<file path="config.mk">
export PLATFORM = sky130hd
export DESIGN_NAME = mcr_regs
export DESIGN_NICKNAME = d
export VERILOG_FILES = /design/src/hdl/mcr_pkg.sv /design/src/hdl/mcr_regs.sv
export VERILOG_INCLUDE_DIRS = /design/src /design/src/hdl
export SDC_FILE = /design/constraint.sdc
export NUM_CORES = 2
export LEC_CHECK = 0
export ABC_AREA = 1
export BUFFER_PORTS_ARGS = -buffer_cell sky130_fd_sc_hd__buf_2
export CAP_MARGIN = 20
export CORE_MARGIN = 5
export CORE_UTILIZATION = 45
export DETAILED_ROUTE_END_ITERATION = 12
export PLACE_DENSITY_LB_ADDON = 0.08
export SYNTH_ARGS = -nofsm -noshare
export SYNTH_HDL_FRONTEND = slang
export SYNTH_HIERARCHICAL = 1
export SYNTH_SLANG_ARGS = --single-unit
</file>
<file path="constraint.sdc">
create_clock -name CLK -period 3.7 [get_ports CLK]
set_clock_uncertainty 0.2 [all_clocks]
set_input_delay 0.555 -clock CLK [delete_from_list [all_inputs] [get_ports CLK]]
set_output_delay 0.555 -clock CLK [all_outputs]
set_load 0.01 [all_outputs]
</file>
<file path="src/hdl/mcr_defs.svh">
// Behaviour
// [RULE_01] sag warning when peak stays below threshold
// [RULE_02] sag count low half, default 80
// [RULE_03] under-current zeroes post-processed phase results
// [RULE_04] current zeroing only with nonzero floor
// [RULE_05] under-current sets that phase's creep flag
// [RULE_06] under-voltage zeroes frequency, crossings, angle, RMS; here only that phase's RMS voltage is zeroed, with VOLT_ZERO set
// [RULE_07] under-voltage never sets creep flags
// [RULE_08] overcurrent limit versus upper RMS current bits
// [RULE_09] overvoltage limit versus upper RMS voltage bits
// [RULE_10] running time counts hundredths of hours
// [RULE_11] time or date write clears running time
// [RULE_12] date register holds year, month, day
// [RULE_13] time register holds weekday, hour, minute, second
// [RULE_14] monitor words shift out on test pin
// [RULE_15] four monitor slot addresses, slot0 on top
// [RULE_16] enabled stream sends word block each sample
// [RULE_17] word count, start address; bits 17:16 zero
// [RULE_18] bit 18 selects frame pulse polarity
// [RULE_19] frame spacing: block, 8, 16, 32 bits
// [RULE_20] gated stream clock held low when idle
// [RULE_21] bit 22 selects 5 or 10 MHz; the fast setting here divides the clock by 2, giving 12.5 MHz
// [RULE_22] level write drives outputs only; read live
// [RULE_23] direction mask: 1 output, 0 input
// [RULE_24] masked pin edge sets event next interval
// [RULE_25] pin control bits 15:8 read zero
`ifndef MCR_DEFS_SVH
`define MCR_DEFS_SVH
// ------------------------------------------------------------
// register word offsets
// ------------------------------------------------------------
`define MCR_OFS_OVERLOAD 8'h17
`define MCR_OFS_PINCTL 8'h1A
`define MCR_OFS_RUNTIME 8'h1E
`define MCR_OFS_TIME 8'h1F
`define MCR_OFS_DATE 8'h20
`define MCR_OFS_MONSEL 8'h21
`define MCR_OFS_STREAM 8'h22
`define MCR_OFS_SAG 8'h2E
`define MCR_OFS_STARTUP 8'h40
// ------------------------------------------------------------
// field positions and reset values
// ------------------------------------------------------------
`define MCR_STR_FPOL 18
`define MCR_STR_FSP_LO 19
`define MCR_STR_GATE 21
`define MCR_STR_FAST 22
`define MCR_STR_EN 23
`define MCR_STR_WMASK 32'h00FC_FFFF
`define MCR_PIN_RMASK 32'hFFFF_00FF
`define MCR_SAG_RESET 32'h0000_0050
`define MCR_TEST_MUX_SELECT_MONITOR 2'h3
// ------------------------------------------------------------
// timing
// ------------------------------------------------------------
`define MCR_CLK_PERIOD_NS 40
`define MCR_SAMPLE_PERIOD_NS 397000
`define MCR_HUNDREDTH_HOUR_S 36
`define MCR_SCLK_SLOW_NS 200
`define MCR_SCLK_FAST_NS 100
`define MCR_WORD_BITS 6'd32
`endif

</file>
<file path="src/hdl/mcr_pkg.sv">
package mcr_pkg;
	typedef enum logic [1:0] {RD_IDLE = 2'h0, RD_STREAM = 2'h1, RD_MON = 2'h3} mcr_rd_t;
	typedef enum logic [0:0] {SH_IDLE = 1'h0, SH_SHIFT = 1'h1} mcr_sh_t;
	typedef struct packed {
		logic mon;
		logic first;
		logic [31:0] data;
	} mcr_word_t;
	typedef struct packed {
		logic [2:0][31:0] cur_sqsum;
		logic [2:0][31:0] irms;
		logic [2:0][31:0] vrms;
		logic [2:0][15:0] peak;
	} mcr_meas_t;
endpackage : mcr_pkg

</file>
<file path="src/hdl/mcr_regs.sv">
`timescale 1ns/10ps
`include "mcr_defs.svh"
module mcr_fifo import mcr_pkg::*; #(
	parameter int WIDTH = 34,
	parameter int DEPTH = 16
) (
	input wire logic CLK,
	input wire logic RESET,
	input wire logic [WIDTH-1:0] in_data,
	input wire logic in_valid,
	output logic in_ready,
	output logic [WIDTH-1:0] out_data,
	output logic out_valid,
	input wire logic out_ready
);
	localparam int AW = $clog2(DEPTH);
	typedef struct packed {
		logic [AW-1:0] wp;
		logic [AW-1:0] rp;
		logic [AW:0] cnt;
	} mcr_fst_t;
	logic [WIDTH-1:0] mem [DEPTH];
	mcr_fst_t s_r, s_nxt;
	logic push, pop;
	generate
		if (DEPTH < 2 || (DEPTH & (DEPTH - 1)) != 0) begin : g_chk
			$error("fifo depth must be a power of two of at least 2");
		end
	endgenerate
	assign in_ready = (s_r.cnt != DEPTH[AW:0]);
	assign out_valid = (s_r.cnt != '0);
	assign out_data = mem[s_r.rp];
	assign push = in_valid && in_ready;
	assign pop = out_valid && out_ready;
	always_comb begin
		s_nxt = s_r;
		if (push)
			s_nxt.wp = s_r.wp + 1'b1;
		if (pop)
			s_nxt.rp = s_r.rp + 1'b1;
		s_nxt.cnt = s_r.cnt + {{AW{1'b0}}, push} - {{AW{1'b0}}, pop};
	end
	always_ff @(posedge CLK) begin
		if (RESET)
			s_r <= '0;
		else
			s_r <= s_nxt;
		if (push)
			mem[s_r.wp] <= in_data;
	end
endmodule : mcr_fifo

module mcr_regs import mcr_pkg::*; #(
	parameter int SAMPLE_CYCLES = `MCR_SAMPLE_PERIOD_NS / `MCR_CLK_PERIOD_NS,
	parameter int HUNDREDTH_CYCLES = `MCR_HUNDREDTH_HOUR_S * 1000 / `MCR_CLK_PERIOD_NS * 1000000,
	parameter int FIFO_DEPTH = 16
) (
	input wire logic CLK,
	input wire logic RESET,
	input wire logic REG_WR,
	input wire logic REG_RD,
	input wire logic [7:0] REG_ADDR,
	input wire logic [31:0] REG_WDATA,
	output logic [31:0] REG_RDATA,
	output logic REG_ACK,
	input wire logic MON_EN,
	input wire logic [1:0] TEST_MUX_SELECT_SEL,
	input wire logic [31:0] LOAD_FLOOR,
	input wire logic ACCUM_TICK,
	input wire mcr_meas_t MEAS,
	output logic [7:0] RAM_ADDR,
	input wire logic [31:0] RAM_DATA,
	output logic [2:0][31:0] IRMS_OUT,
	output logic [2:0][31:0] VRMS_OUT,
	output logic [2:0] CUR_ZERO,
	output logic [2:0] VOLT_ZERO,
	output logic [2:0] CREEP,
	output logic [2:0] SAG_WARN,
	output logic OVER_CURRENT,
	output logic OVER_VOLTAGE,
	output logic PIN_EDGE_EVENT,
	input wire logic [7:0] PIN_IN,
	output logic [7:0] PIN_OUT,
	output logic [7:0] PIN_OE,
	output logic STREAM_CLK,
	output logic STREAM_DATA,
	output logic FRAME_MARKER,
	output logic TEST_MUX_SELECT_OUT
);
	localparam logic [2:0] SLOW_CYC = 3'(`MCR_SCLK_SLOW_NS / `MCR_CLK_PERIOD_NS);
	localparam logic [2:0] FAST_CYC = 3'(`MCR_SCLK_FAST_NS / `MCR_CLK_PERIOD_NS);
	typedef struct packed {
		logic [31:0] overload, pin_level, date, time_day, monsel, stream, sag, startup;
		logic [7:0] dir, alert;
		logic [31:0] runtime, hdiv, sdiv;
		logic [7:0] pin_s1, pin_s2, pin_prev, pend;
		logic [2:0][15:0] sag_sample_count;
		mcr_rd_t rd;
		logic [7:0] rd_left, ram_addr;
		logic [1:0] slot;
		logic inflight, infl_mon, infl_first;
		mcr_sh_t sh;
		logic [31:0] shreg;
		logic [5:0] bits;
		logic wmon, wfirst;
		logic [2:0] div;
		logic [31:0] rdata;
		logic ack, sclk, sdata, frame, test_mux_select, over_i, over_v, edge_ev;
		logic [2:0] czero, vzero, creep, sag_w;
		logic [2:0][31:0] irms, vrms;
	} mcr_st_t;
	mcr_st_t s_r, s_nxt;
	mcr_word_t f_in, f_out;
	logic f_in_valid, f_in_ready, f_out_valid, f_out_ready;
	generate
		if (SAMPLE_CYCLES < 2 || HUNDREDTH_CYCLES < 2) begin : g_chk
			$error("sample and hundredth periods need at least two cycles");
		end
	endgenerate
	mcr_fifo #(.WIDTH($bits(mcr_word_t)), .DEPTH(FIFO_DEPTH)) u_fifo (
		.CLK(CLK),
		.RESET(RESET),
		.in_data(f_in),
		.in_valid(f_in_valid),
		.in_ready(f_in_ready),
		.out_data(f_out),
		.out_valid(f_out_valid),
		.out_ready(f_out_ready)
	);
	logic wr_hit, fall_en, sample_tick, gate_idle;
	logic [2:0] per, half;
	logic [5:0] idx;
	logic [7:0] pins, ib, vb;
	// a word read from the data memory arrives one cycle after its address
	assign f_in = '{mon: s_r.infl_mon, first: s_r.infl_first, data: RAM_DATA};
	assign f_in_valid = s_r.inflight;
	assign f_out_ready = (s_r.sh == SH_IDLE) && fall_en;
	always_comb begin
		per = s_r.stream[`MCR_STR_FAST] ? FAST_CYC : SLOW_CYC;
		half = per >> 1;
		// new bit lands with the falling clock, so the fast two-cycle rate keeps setup too
		fall_en = (s_r.div == half - 3'h1);
		sample_tick = (s_r.sdiv == 32'(SAMPLE_CYCLES - 1));
		pins = s_r.pin_s2;
	end
	always_comb begin
		s_nxt = s_r;
		wr_hit = 1'b0;
		idx = '0;
		ib = '0;
		vb = '0;
		gate_idle = 1'b0;
		// ------------------------------------------------------------
		// register port
		// ------------------------------------------------------------
		s_nxt.ack = REG_WR || REG_RD;
		if (REG_WR) begin
			case (REG_ADDR)
				`MCR_OFS_OVERLOAD: s_nxt.overload = REG_WDATA;
				`MCR_OFS_PINCTL: begin
					// [RULE_23] direction mask taken
					s_nxt.dir = REG_WDATA[23:16];
					s_nxt.alert = REG_WDATA[31:24];
					// [RULE_22] only output pins take the level
					s_nxt.pin_level[7:0] = (REG_WDATA[7:0] & REG_WDATA[23:16])
						| (s_r.pin_level[7:0] & ~REG_WDATA[23:16]);
				end
				// [RULE_12] [RULE_13] calendar and time settable
				`MCR_OFS_TIME: begin
					s_nxt.time_day = REG_WDATA;
					wr_hit = 1'b1;
				end
				`MCR_OFS_DATE: begin
					s_nxt.date = REG_WDATA;
					wr_hit = 1'b1;
				end
				// [RULE_15] four slot addresses
				`MCR_OFS_MONSEL: s_nxt.monsel = REG_WDATA;
				// [RULE_17] bits 17:16 held at zero
				`MCR_OFS_STREAM: s_nxt.stream = REG_WDATA & `MCR_STR_WMASK;
				`MCR_OFS_SAG: s_nxt.sag = REG_WDATA;
				`MCR_OFS_STARTUP: s_nxt.startup = REG_WDATA;
				default: ;
			endcase
		end
		if (REG_RD) begin
			case (REG_ADDR)
				`MCR_OFS_OVERLOAD: s_nxt.rdata = s_r.overload;
				// [RULE_25] [RULE_22] unused byte zero, live pin state
				`MCR_OFS_PINCTL: s_nxt.rdata = {s_r.alert, s_r.dir, 8'h00, pins};
				`MCR_OFS_RUNTIME: s_nxt.rdata = s_r.runtime;
				`MCR_OFS_TIME: s_nxt.rdata = s_r.time_day;
				`MCR_OFS_DATE: s_nxt.rdata = s_r.date;
				`MCR_OFS_MONSEL: s_nxt.rdata = s_r.monsel;
				`MCR_OFS_STREAM: s_nxt.rdata = s_r.stream;
				`MCR_OFS_SAG: s_nxt.rdata = s_r.sag;
				`MCR_OFS_STARTUP: s_nxt.rdata = s_r.startup;
				default: s_nxt.rdata = '0;
			endcase
		end
		// ------------------------------------------------------------
		// running time
		// ------------------------------------------------------------
		// [RULE_10] one count per hundredth of an hour
		s_nxt.hdiv = (s_r.hdiv == 32'(HUNDREDTH_CYCLES - 1)) ? '0 : s_r.hdiv + 32'h1;
		if (s_r.hdiv == 32'(HUNDREDTH_CYCLES - 1))
			s_nxt.runtime = s_r.runtime + 32'h1;
		// [RULE_11] setting the clock restarts the count
		if (wr_hit) begin
			s_nxt.runtime = '0;
			s_nxt.hdiv = '0;
		end
		// ------------------------------------------------------------
		// pins
		// ------------------------------------------------------------
		s_nxt.pin_s1 = PIN_IN;
		s_nxt.pin_s2 = s_r.pin_s1;
		s_nxt.pin_prev = s_r.pin_s2;
		// [RULE_24] masked edges wait for the next interval; set wins over hand-off
		if (ACCUM_TICK) begin
			s_nxt.edge_ev = (s_r.pend != '0);
			s_nxt.pend = (s_r.pin_s2 ^ s_r.pin_prev) & s_r.alert;
		end else begin
			s_nxt.pend = s_r.pend | ((s_r.pin_s2 ^ s_r.pin_prev) & s_r.alert);
		end
		// ------------------------------------------------------------
		// sag and interval results
		// ------------------------------------------------------------
		s_nxt.sdiv = sample_tick ? '0 : s_r.sdiv + 32'h1;
		for (int p = 0; p < 3; p++) begin
			if (sample_tick) begin
				// [RULE_01] [RULE_02] counter restarts whenever peak clears threshold
				if (MEAS.peak[p] > s_r.sag[31:16])
					s_nxt.sag_sample_count[p] = '0;
				else if (s_r.sag_sample_count[p] != 16'hFFFF)
					s_nxt.sag_sample_count[p] = s_r.sag_sample_count[p] + 16'h1;
			end
			s_nxt.sag_w[p] = (s_r.sag_sample_count[p] >= s_r.sag[15:0]) && (s_r.sag[15:0] != '0);
			if (ACCUM_TICK) begin
				// [RULE_03] [RULE_04] [RULE_05] current start test
				ib[p] = (MEAS.cur_sqsum[p] < {16'h0000, s_r.startup[15:0]});
				s_nxt.creep[p] = ib[p];
				s_nxt.czero[p] = ib[p] && (LOAD_FLOOR != '0);
				// [RULE_06] [RULE_07] voltage start test leaves creep alone
				vb[p] = (MEAS.vrms[p][31:16] < s_r.startup[31:16]);
				s_nxt.vzero[p] = vb[p];
				s_nxt.irms[p] = s_nxt.czero[p] ? '0 : MEAS.irms[p];
				s_nxt.vrms[p] = vb[p] ? '0 : MEAS.vrms[p];
			end
		end
		if (ACCUM_TICK) begin
			// [RULE_08] [RULE_09] alarms on upper RMS halves
			s_nxt.over_i = (MEAS.irms[0][31:16] > s_r.overload[15:0])
				|| (MEAS.irms[1][31:16] > s_r.overload[15:0])
				|| (MEAS.irms[2][31:16] > s_r.overload[15:0]);
			s_nxt.over_v = (MEAS.vrms[0][31:16] > s_r.overload[31:16])
				|| (MEAS.vrms[1][31:16] > s_r.overload[31:16])
				|| (MEAS.vrms[2][31:16] > s_r.overload[31:16]);
		end
		// ------------------------------------------------------------
		// memory reader
		// ------------------------------------------------------------
		// reads go one at a time so a full fifo stalls the reader cleanly
		s_nxt.inflight = 1'b0;
		case (s_r.rd)
			RD_IDLE: begin
				// [RULE_16] block of words each sample period
				if (sample_tick && s_r.stream[`MCR_STR_EN] && s_r.stream[7:0] != '0) begin
					s_nxt.rd = RD_STREAM;
					s_nxt.ram_addr = s_r.stream[15:8];
					s_nxt.rd_left = s_r.stream[7:0];
				end else if (sample_tick && MON_EN && TEST_MUX_SELECT_SEL == `MCR_TEST_MUX_SELECT_MONITOR) begin
					s_nxt.rd = RD_MON;
					s_nxt.slot = 2'h0;
				end
			end
			RD_STREAM: begin
				if (f_in_ready && !s_r.inflight) begin
					s_nxt.inflight = 1'b1;
					s_nxt.infl_mon = 1'b0;
					s_nxt.infl_first = (s_r.rd_left == s_r.stream[7:0]);
					s_nxt.rd_left = s_r.rd_left - 8'h01;
					s_nxt.ram_addr = s_r.ram_addr + 8'h01;
					if (s_r.rd_left == 8'h01)
						s_nxt.rd = (MON_EN && TEST_MUX_SELECT_SEL == `MCR_TEST_MUX_SELECT_MONITOR) ? RD_MON : RD_IDLE;
					s_nxt.slot = 2'h0;
				end
			end
			RD_MON: begin
				// [RULE_14] slot 0 to 3 go out in turn
				if (f_in_ready && !s_r.inflight) begin
					s_nxt.inflight = 1'b1;
					s_nxt.infl_mon = 1'b1;
					s_nxt.infl_first = (s_r.slot == 2'h0);
					s_nxt.slot = s_r.slot + 2'h1;
					if (s_r.slot == 2'h3)
						s_nxt.rd = RD_IDLE;
				end
			end
			default: s_nxt.rd = RD_IDLE;
		endcase
		if (s_nxt.rd == RD_MON && s_r.rd != RD_MON || s_r.rd == RD_MON && !s_nxt.inflight)
			s_nxt.ram_addr = s_r.monsel[8'(31 - 8 * s_nxt.slot) -: 8];
		if (s_r.rd == RD_MON && s_nxt.inflight)
			s_nxt.ram_addr = s_r.monsel[8'(31 - 8 * s_nxt.slot) -: 8];
		// ------------------------------------------------------------
		// serializer
		// ------------------------------------------------------------
		// [RULE_21] divider period from the rate bit
		s_nxt.div = (s_r.div >= per - 3'h1) ? '0 : s_r.div + 3'h1;
		if (fall_en) begin
			case (s_r.sh)
				SH_IDLE: begin
					if (f_out_valid) begin
						s_nxt.sh = SH_SHIFT;
						s_nxt.shreg = f_out.data;
						s_nxt.bits = `MCR_WORD_BITS;
						s_nxt.wmon = f_out.mon;
						s_nxt.wfirst = f_out.first;
					end
				end
				SH_SHIFT: begin
					s_nxt.shreg = {s_r.shreg[30:0], 1'b0};
					s_nxt.bits = s_r.bits - 6'h1;
					if (s_r.bits == 6'h1)
						s_nxt.sh = SH_IDLE;
				end
				default: s_nxt.sh = SH_IDLE;
			endcase
			idx = `MCR_WORD_BITS - s_nxt.bits;
			s_nxt.sdata = (s_nxt.sh == SH_SHIFT) && !s_nxt.wmon && s_nxt.shreg[31];
			s_nxt.test_mux_select = (s_nxt.sh == SH_SHIFT) && s_nxt.wmon && s_nxt.shreg[31];
			// [RULE_19] [RULE_18] marker spacing, then polarity
			case (s_r.stream[20:19])
				2'h0: s_nxt.frame = s_nxt.wfirst && idx == 6'h0;
				2'h1: s_nxt.frame = idx[2:0] == 3'h0;
				2'h2: s_nxt.frame = idx[3:0] == 4'h0;
				default: s_nxt.frame = idx == 6'h0;
			endcase
			s_nxt.frame = (s_nxt.frame && s_nxt.sh == SH_SHIFT && !s_nxt.wmon)
				^ s_r.stream[`MCR_STR_FPOL];
		end
		// [RULE_20] gated clock rests low between words
		gate_idle = s_r.stream[`MCR_STR_GATE] && s_nxt.sh == SH_IDLE;
		s_nxt.sclk = (s_nxt.div < half) && !gate_idle;
	end
	always_ff @(posedge CLK) begin
		if (RESET) begin
			s_r <= '0;
			s_r.sag <= `MCR_SAG_RESET;
		end else begin
			s_r <= s_nxt;
		end
	end
	assign REG_RDATA = s_r.rdata;
	assign REG_ACK = s_r.ack;
	assign RAM_ADDR = s_r.ram_addr;
	assign IRMS_OUT = s_r.irms;
	assign VRMS_OUT = s_r.vrms;
	assign CUR_ZERO = s_r.czero;
	assign VOLT_ZERO = s_r.vzero;
	assign CREEP = s_r.creep;
	assign SAG_WARN = s_r.sag_w;
	assign OVER_CURRENT = s_r.over_i;
	assign OVER_VOLTAGE = s_r.over_v;
	assign PIN_EDGE_EVENT = s_r.edge_ev;
	assign PIN_OUT = s_r.pin_level[7:0];
	assign PIN_OE = s_r.dir;
	assign STREAM_CLK = s_r.sclk;
	assign STREAM_DATA = s_r.sdata;
	assign FRAME_MARKER = s_r.frame;
	assign TEST_MUX_SELECT_OUT = s_r.test_mux_select;
endmodule : mcr_regs

</file>
; ---- Yosys cells after proc, flatten, opt, wreduce, memory -nomap -nowiden
; Memory sizes are Yosys's and may differ from the RTL's. A register that Yosys moved wholly into a read port is not among the register bits.
; Index checks and enable logic that the tools add are counted.
[op_classes]
add_sub_neg = 19
order_cmp = 20
n_eq_ne = 33
shifts = 1
mux = 48
bitwise = 10
n_reduce_logical = 73
[op_table]
columns = operator, count
row1 = $pmux 32 s9, 1
row2 = $mux 32, 6
row3 = $gt 16x16->1, 9
row4 = $mux 16, 7
row5 = $add 32x1->32 const B, 3
row6 = $lt 32x16->1, 3
row7 = $mux 41, 2
row8 = $pmux 39 s2, 1
row9 = $add 16x1->16 const B, 3
row10 = $ge 16x16->1, 3
row11 = $lt 16x16->1, 3
row12 = $ne 16x16->1 const B, 3
row13 = $mux 39, 1
row14 = $shiftx 39x9->8, 1
row15 = $eq 32x14->1 const B, 1
row16 = $eq 32x30->1 const B, 1
row17 = $eq 8x5->1 const B, 4
row18 = $eq 8x6->1 const B, 4
row19 = $pmux 16 s2, 1
row20 = $reduce_bool 32->1, 1
row21 = $logic_and 1x1->1, 27
row22 = $and 8x8->8, 3
row23 = $mux 8, 3
row24 = $reduce_and 2->1, 12
row25 = 53 further kinds, 101
[totals]
ff_bits = 738
ram_bits = 544
in_bits = 456
out_inout_bits = 268
wordCells = 261
mem_count = 1
[mem_list]
columns = memory, words, width, rd, rd_clocked_by_memory_dff, wr, line
row1 = u_fifo.mem, 16, 34, 1, 1, 1, mcr_regs.sv:22  ; logic [WIDTH-1:0] mem [DEPTH];

; ---- Logic depth before layout (Yosys ltp)
[logic_depth]
word_depth = 12
depth_mapped = 20
depth_no_buf = 19

; ---- Hierarchy
; Netlist, hierarchy kept.
[modules_own_cells]
columns = module, instances, cells_per_inst, area_each_um2, seq_area_each_um2
row1 = mcr_regs, 1, 5356, 39542.9, 14513.9
row2 = mcr_fifo, 1, 2324, 24086.9, 16676.0

; ---- Worst setup path before layout
; OpenSTA, ideal clock, no wires.
[synth_path]
path_type = reg2reg
start = register u_fifo/s_r[2] (netlist name)
end = memory u_fifo.mem[0][0] (enable)
setup_time_ps = 425
arrival_ps = 2509
t_required_ps = 3075
path_slack_ps = 565
path_stages_with_launch = 8
n_path_buf = 0
synth_period_minus_slack_ps = 3135
path_cell_list = dfxtp_1 inv_1 ha_1 nand4_1 nand2_1 inv_1 nand2_1 nor2_1
[synth_between]
elab_chain_cells = 4
[synth_lines]
columns = element, line
row1 = "start, declared", mcr_regs.sv:23  ; mcr_fst_t s_r, s_nxt;
row2 = "start signal, assigned", mcr_regs.sv:47  ; s_r <= s_nxt;
row3 = $ne 5x5->1, mcr_regs.sv:30  ; assign in_ready = (s_r.cnt != DEPTH[AW:0]);
row4 = via f_in_ready, mcr_regs.sv:114  ; logic f_in_valid, f_in_ready, f_out_valid, f_out_ready;
row5 = $logic_and 1x1->1, mcr_regs.sv:33  ; assign push = in_valid && in_ready;
row6 = $mux 1, mcr_regs.sv:48  ; if (push)
row7 = $mux 1 (not written as such), mcr_regs.sv:49  ; mem[s_r.wp] <= in_data;
row8 = "end, declared", mcr_regs.sv:22
; The timed path passes the listed nets, and every way through them passes these cells.

; ---- Worst setup path in the final report
[layout_path]
start = register s_r[520] (netlist name)
end = register s_r (netlist bit VRMS_OUT[22])
[layout_between]
elab_chain_cells = 2
[layout_lines]
columns = element, line
row1 = "start, declared", mcr_regs.sv:112  ; mcr_st_t s_r, s_nxt;
row2 = "start signal, assigned", mcr_regs.sv:352  ; s_r <= s_nxt;
row3 = $lt 16x16->1, mcr_regs.sv:245  ; vb[p] = (MEAS.vrms[p][31:16] < s_r.startup[31:16]);
row4 = $mux 32, mcr_regs.sv:248  ; s_nxt.vrms[p] = vb[p] ? '0 : MEAS.vrms[p];
; No other way between the ends.
; A chain may end at the register's enable or synchronous reset.

==> results.yml <==
status:
  status: "complete, no violations"
synth:
  ys_async_sr_fraction_pct: 0
  synthCells: 7680
  syn_area_um2: 63630
  ys_seq_elements: 1286
  ys_warn_count: 6
  synth_area_per_cell_um2: 8.285
  ys.flop_type: "dfxtp_1"
  ys_seq_area_share_pct: 49.02
  syn_nets: 8449
  synth-edff-count: 544
  netlist-cell-type-count: 61
route:
  dr_wl_met2_mm: 111.6
  totalWireLength_mm: 249.7
  routedWlPerCell_um: 24.13
  route.layer.met1.wl_mm: 100.4
  avgViaCountPerCell: 5.445
  drc: 0
  vias: 56340
  final_antenna_net_count: 0
  routed-wl-met3_mm: 23.42
  top_layer: "met5"
  firstDrtPassIters: 8
  drt_iter0_drc: 5523
critical_path:
  required_ns: 4.20
  crit_fanout: 19
  start_kind: "register"
  critPathCaptureType: "register"
  path_class: "register to register"
  arrival_ns: 3.84
min_path:
  hold_path.class: "primary input to register"
sta:
  fmax_ghz: 0.3001
  min_period_over_period_pct: 90.06
  finalCriticalPeriod_ns: 3.332
  finalHoldViolations: 0
  worstMarginPinSlew_ns: 1.090
  setup_viol: 0
  setup_tns_ns: 0
  slew_headroom_pct: 27.17
  rsz0062_at_grt: "false"
  report.final.slew_viol_count: 0
cts:
  cts.clk_slew.worst_paths_ns: 0.06
  cts_sinks: 1286
  h-tree-depth: 4
  post-cts-setup-buffer-count: 0
  cts.path.max_buffers: 3
  cts-resized-gates: 0
  cts_root_buffer: "clkbuf_16"
  cts_inserted_buffers: 146
  cts_tree: "yes"
  cts_hold_buf: 259
  worstSkewPairLatency_ns: 0.79
place:
  hpwlAfterDp_mm: 176.4
  port_buffers: 723
  routabilityCongestion: 0.9894
power:
  p_sw_w: 0.009794
  p_leak_nw: 32.02
  power.density_nw_per_um2: 473.3
  combPwrFrac_pct: 13.9
  p_int_w: 0.02577
  swShare_pct: 27.54
  clock_power_share_pct: 42.7
  ir_drop_mv: 0.5443
  seqPwrFrac_pct: 43.4
finish:
  fin_util_pct: 53.26
  final_common_cell: "nand2_1"
  area_delta_synth_final_pct: 18.07
  layout-drive-gt1-share_pct: 13.86
  n_fill_cell: 13120
  nNetsFinal: 9073
  mostFrequentLayoutCells: "1553 x nand2_1, 954 x inv_1, 822 x a21oi_1"
global_routing:
  grt_max_degree: 152
  grt_pass1_wl_mm: 351.8
  grt_pass1_vias: 51780
  grt.total_usage_pct: 32.05
  grt_overflow: 0
  antenna_found_initial: 49
floorplan:
  dieArea_um2: 149000
  die_y_um: 386.0
  die_w_um: 386.0
  rows: 138
  io_pins: 724
  core_um2: 141100
  initial_core_util_pct: 45.11
job:
  drv_cap: 0
## stage by stage
step | worst slack, ns | std cells | hold WS, ns | cell area, um^2 | power, W
floorplan | 0.5655 | 7680 | 0.1883 | 63630 | 0.01867
global placement | 0.4389 | 9787 | 0.1898 | 67460 | 0.02034
detailed placement | 0.4546 | 9787 | 0.1955 | 67460 | 0.02036
CTS | 0.5804 | 10320 | 0.008918 | 75060 | 0.03574
global route | 0.1904 | 10330 | 0.04076 | 75080 | 0.03696
finish | 0.3677 | 10350 | 0.05541 | 75130 | 0.03556
## power groups by stage
| stage | clock [W] | combinational [W] | sequential, W |
|---|---|---|---|
| after floorplan | 0 | 0.00318 | 0.0155 |
| after global placement | 0 | 0.00462 | 0.0157 |
| after detailed placement | 0 | 0.00464 | 0.0157 |
| after CTS | 0.0154 | 0.00490 | 0.0154 |
| after global routing | 0.0161 | 0.00547 | 0.0154 |
| final | 0.0152 | 0.00494 | 0.0154 |
## cells in the mapped netlist (6+ instances only)
cell type,n,area (um^2)
a221oi_1,23,201.4
clkinv_1,6,22.52
nor3_1,97,485.5
buf_1,35,131.4
clkbuf_1,195,732.0
buf_4,274,2057
o21a_1,13,97.59
nand2_2,11,68.82
a22oi_1,30,225.2
o21ai_0,384,1922
o22ai_1,62,387.9
dfxtp_1,742,14850
nand2_1,1554,5833
o31ai_1,13,97.59
xor2_1,78,683.2
ha_1,312,3904
nor4_1,52,325.3
edfxtp_1,544,16340
inv_2,20,75.07
nor2_2,12,75.07
o221ai_1,6,52.55
xnor2_1,21,183.9
inv_1,957,3592
nand4_1,118,738.2
nor2_1,345,1295
a211oi_1,9,67.56
a21oi_1,822,4114
o211ai_1,14,105.1
buf_2,103,515.5
a22o_1,7,61.31
a31oi_1,7,43.79
nand3_1,749,3749
## final timing paths
path	startpoint	to	slack [ns]	cells past startpoint
max	s_r[520]	VRMS_OUT[22]	0.37	10
min	REG_WDATA[3]	s_r[602]	0.06	3
max reg2reg	s_r[520]	VRMS_OUT[22]	0.37	10
min reg2reg	s_nxt[380]	pins[5]	0.20	2
## cells by family (layout without fill, tap and decap cells)
group	Yosys count	count (layout)	share of synthesized area, %
flip-flops	1286	1286	49.02
AO/OA/AOI/OAI	1411	1411	11.87
XOR/XNOR	99	99	1.363
AND/OR/NAND/NOR	2974	2974	20.28
other	0	28	0
buffers and inverters	1597	2345	11.30
adder cells (fa/ha/maj)	313	313	6.167
## layer usage
metal  global-route usage [%]  up-vias
met2                    50.16     2465
li1                         -    26740
met1                    40.56    26530
met5                   0.4299        -
met4                    16.16       32
met3                    9.086      575
## state kept, by name (all words and copies together), names as in the netlist, 2 cells and up, named ones only
register	count
CREEP	3
IRMS_OUT	96
s_r	438
PIN_OE	8
CUR_ZERO	3
u_fifo/mem	544
pins	8
VOLT_ZERO	3
VRMS_OUT	96
REG_RDATA	32
SAG_WARN	3
u_fifo/s_r	13
RAM_ADDR	8
s_nxt	8
f_in	2
## layout make-up
class / count / area, um^2 / area share, %
repair buffers: 1089 / 7356 / 9.791
clock inverters: 63 / 797.0 / 1.061
clock buffers: 209 / 4212 / 5.606
flip-flops and latches: 1286 / 31200 / 41.53
diodes: 28 / 70.07 / 0.09326
well taps: 1890 / 2365 / 3.148
multi-input cells: 4797 / 25410 / 33.83
inverters: 984 / 3715 / 4.945
## critical path: stages (launching register included)
cell      delay [ns]
dfxtp_1         0.38
inv_1           0.15
ha_1            0.30
o21ai_0         0.08
nand2_1         0.07
nand3_1         0.06
a21oi_1         0.13
o211ai_1        0.09
nand2_1         0.80
nand3_1         0.68
a21oi_1         0.31
No activity file was read; power rests on OpenSTA's default activity.
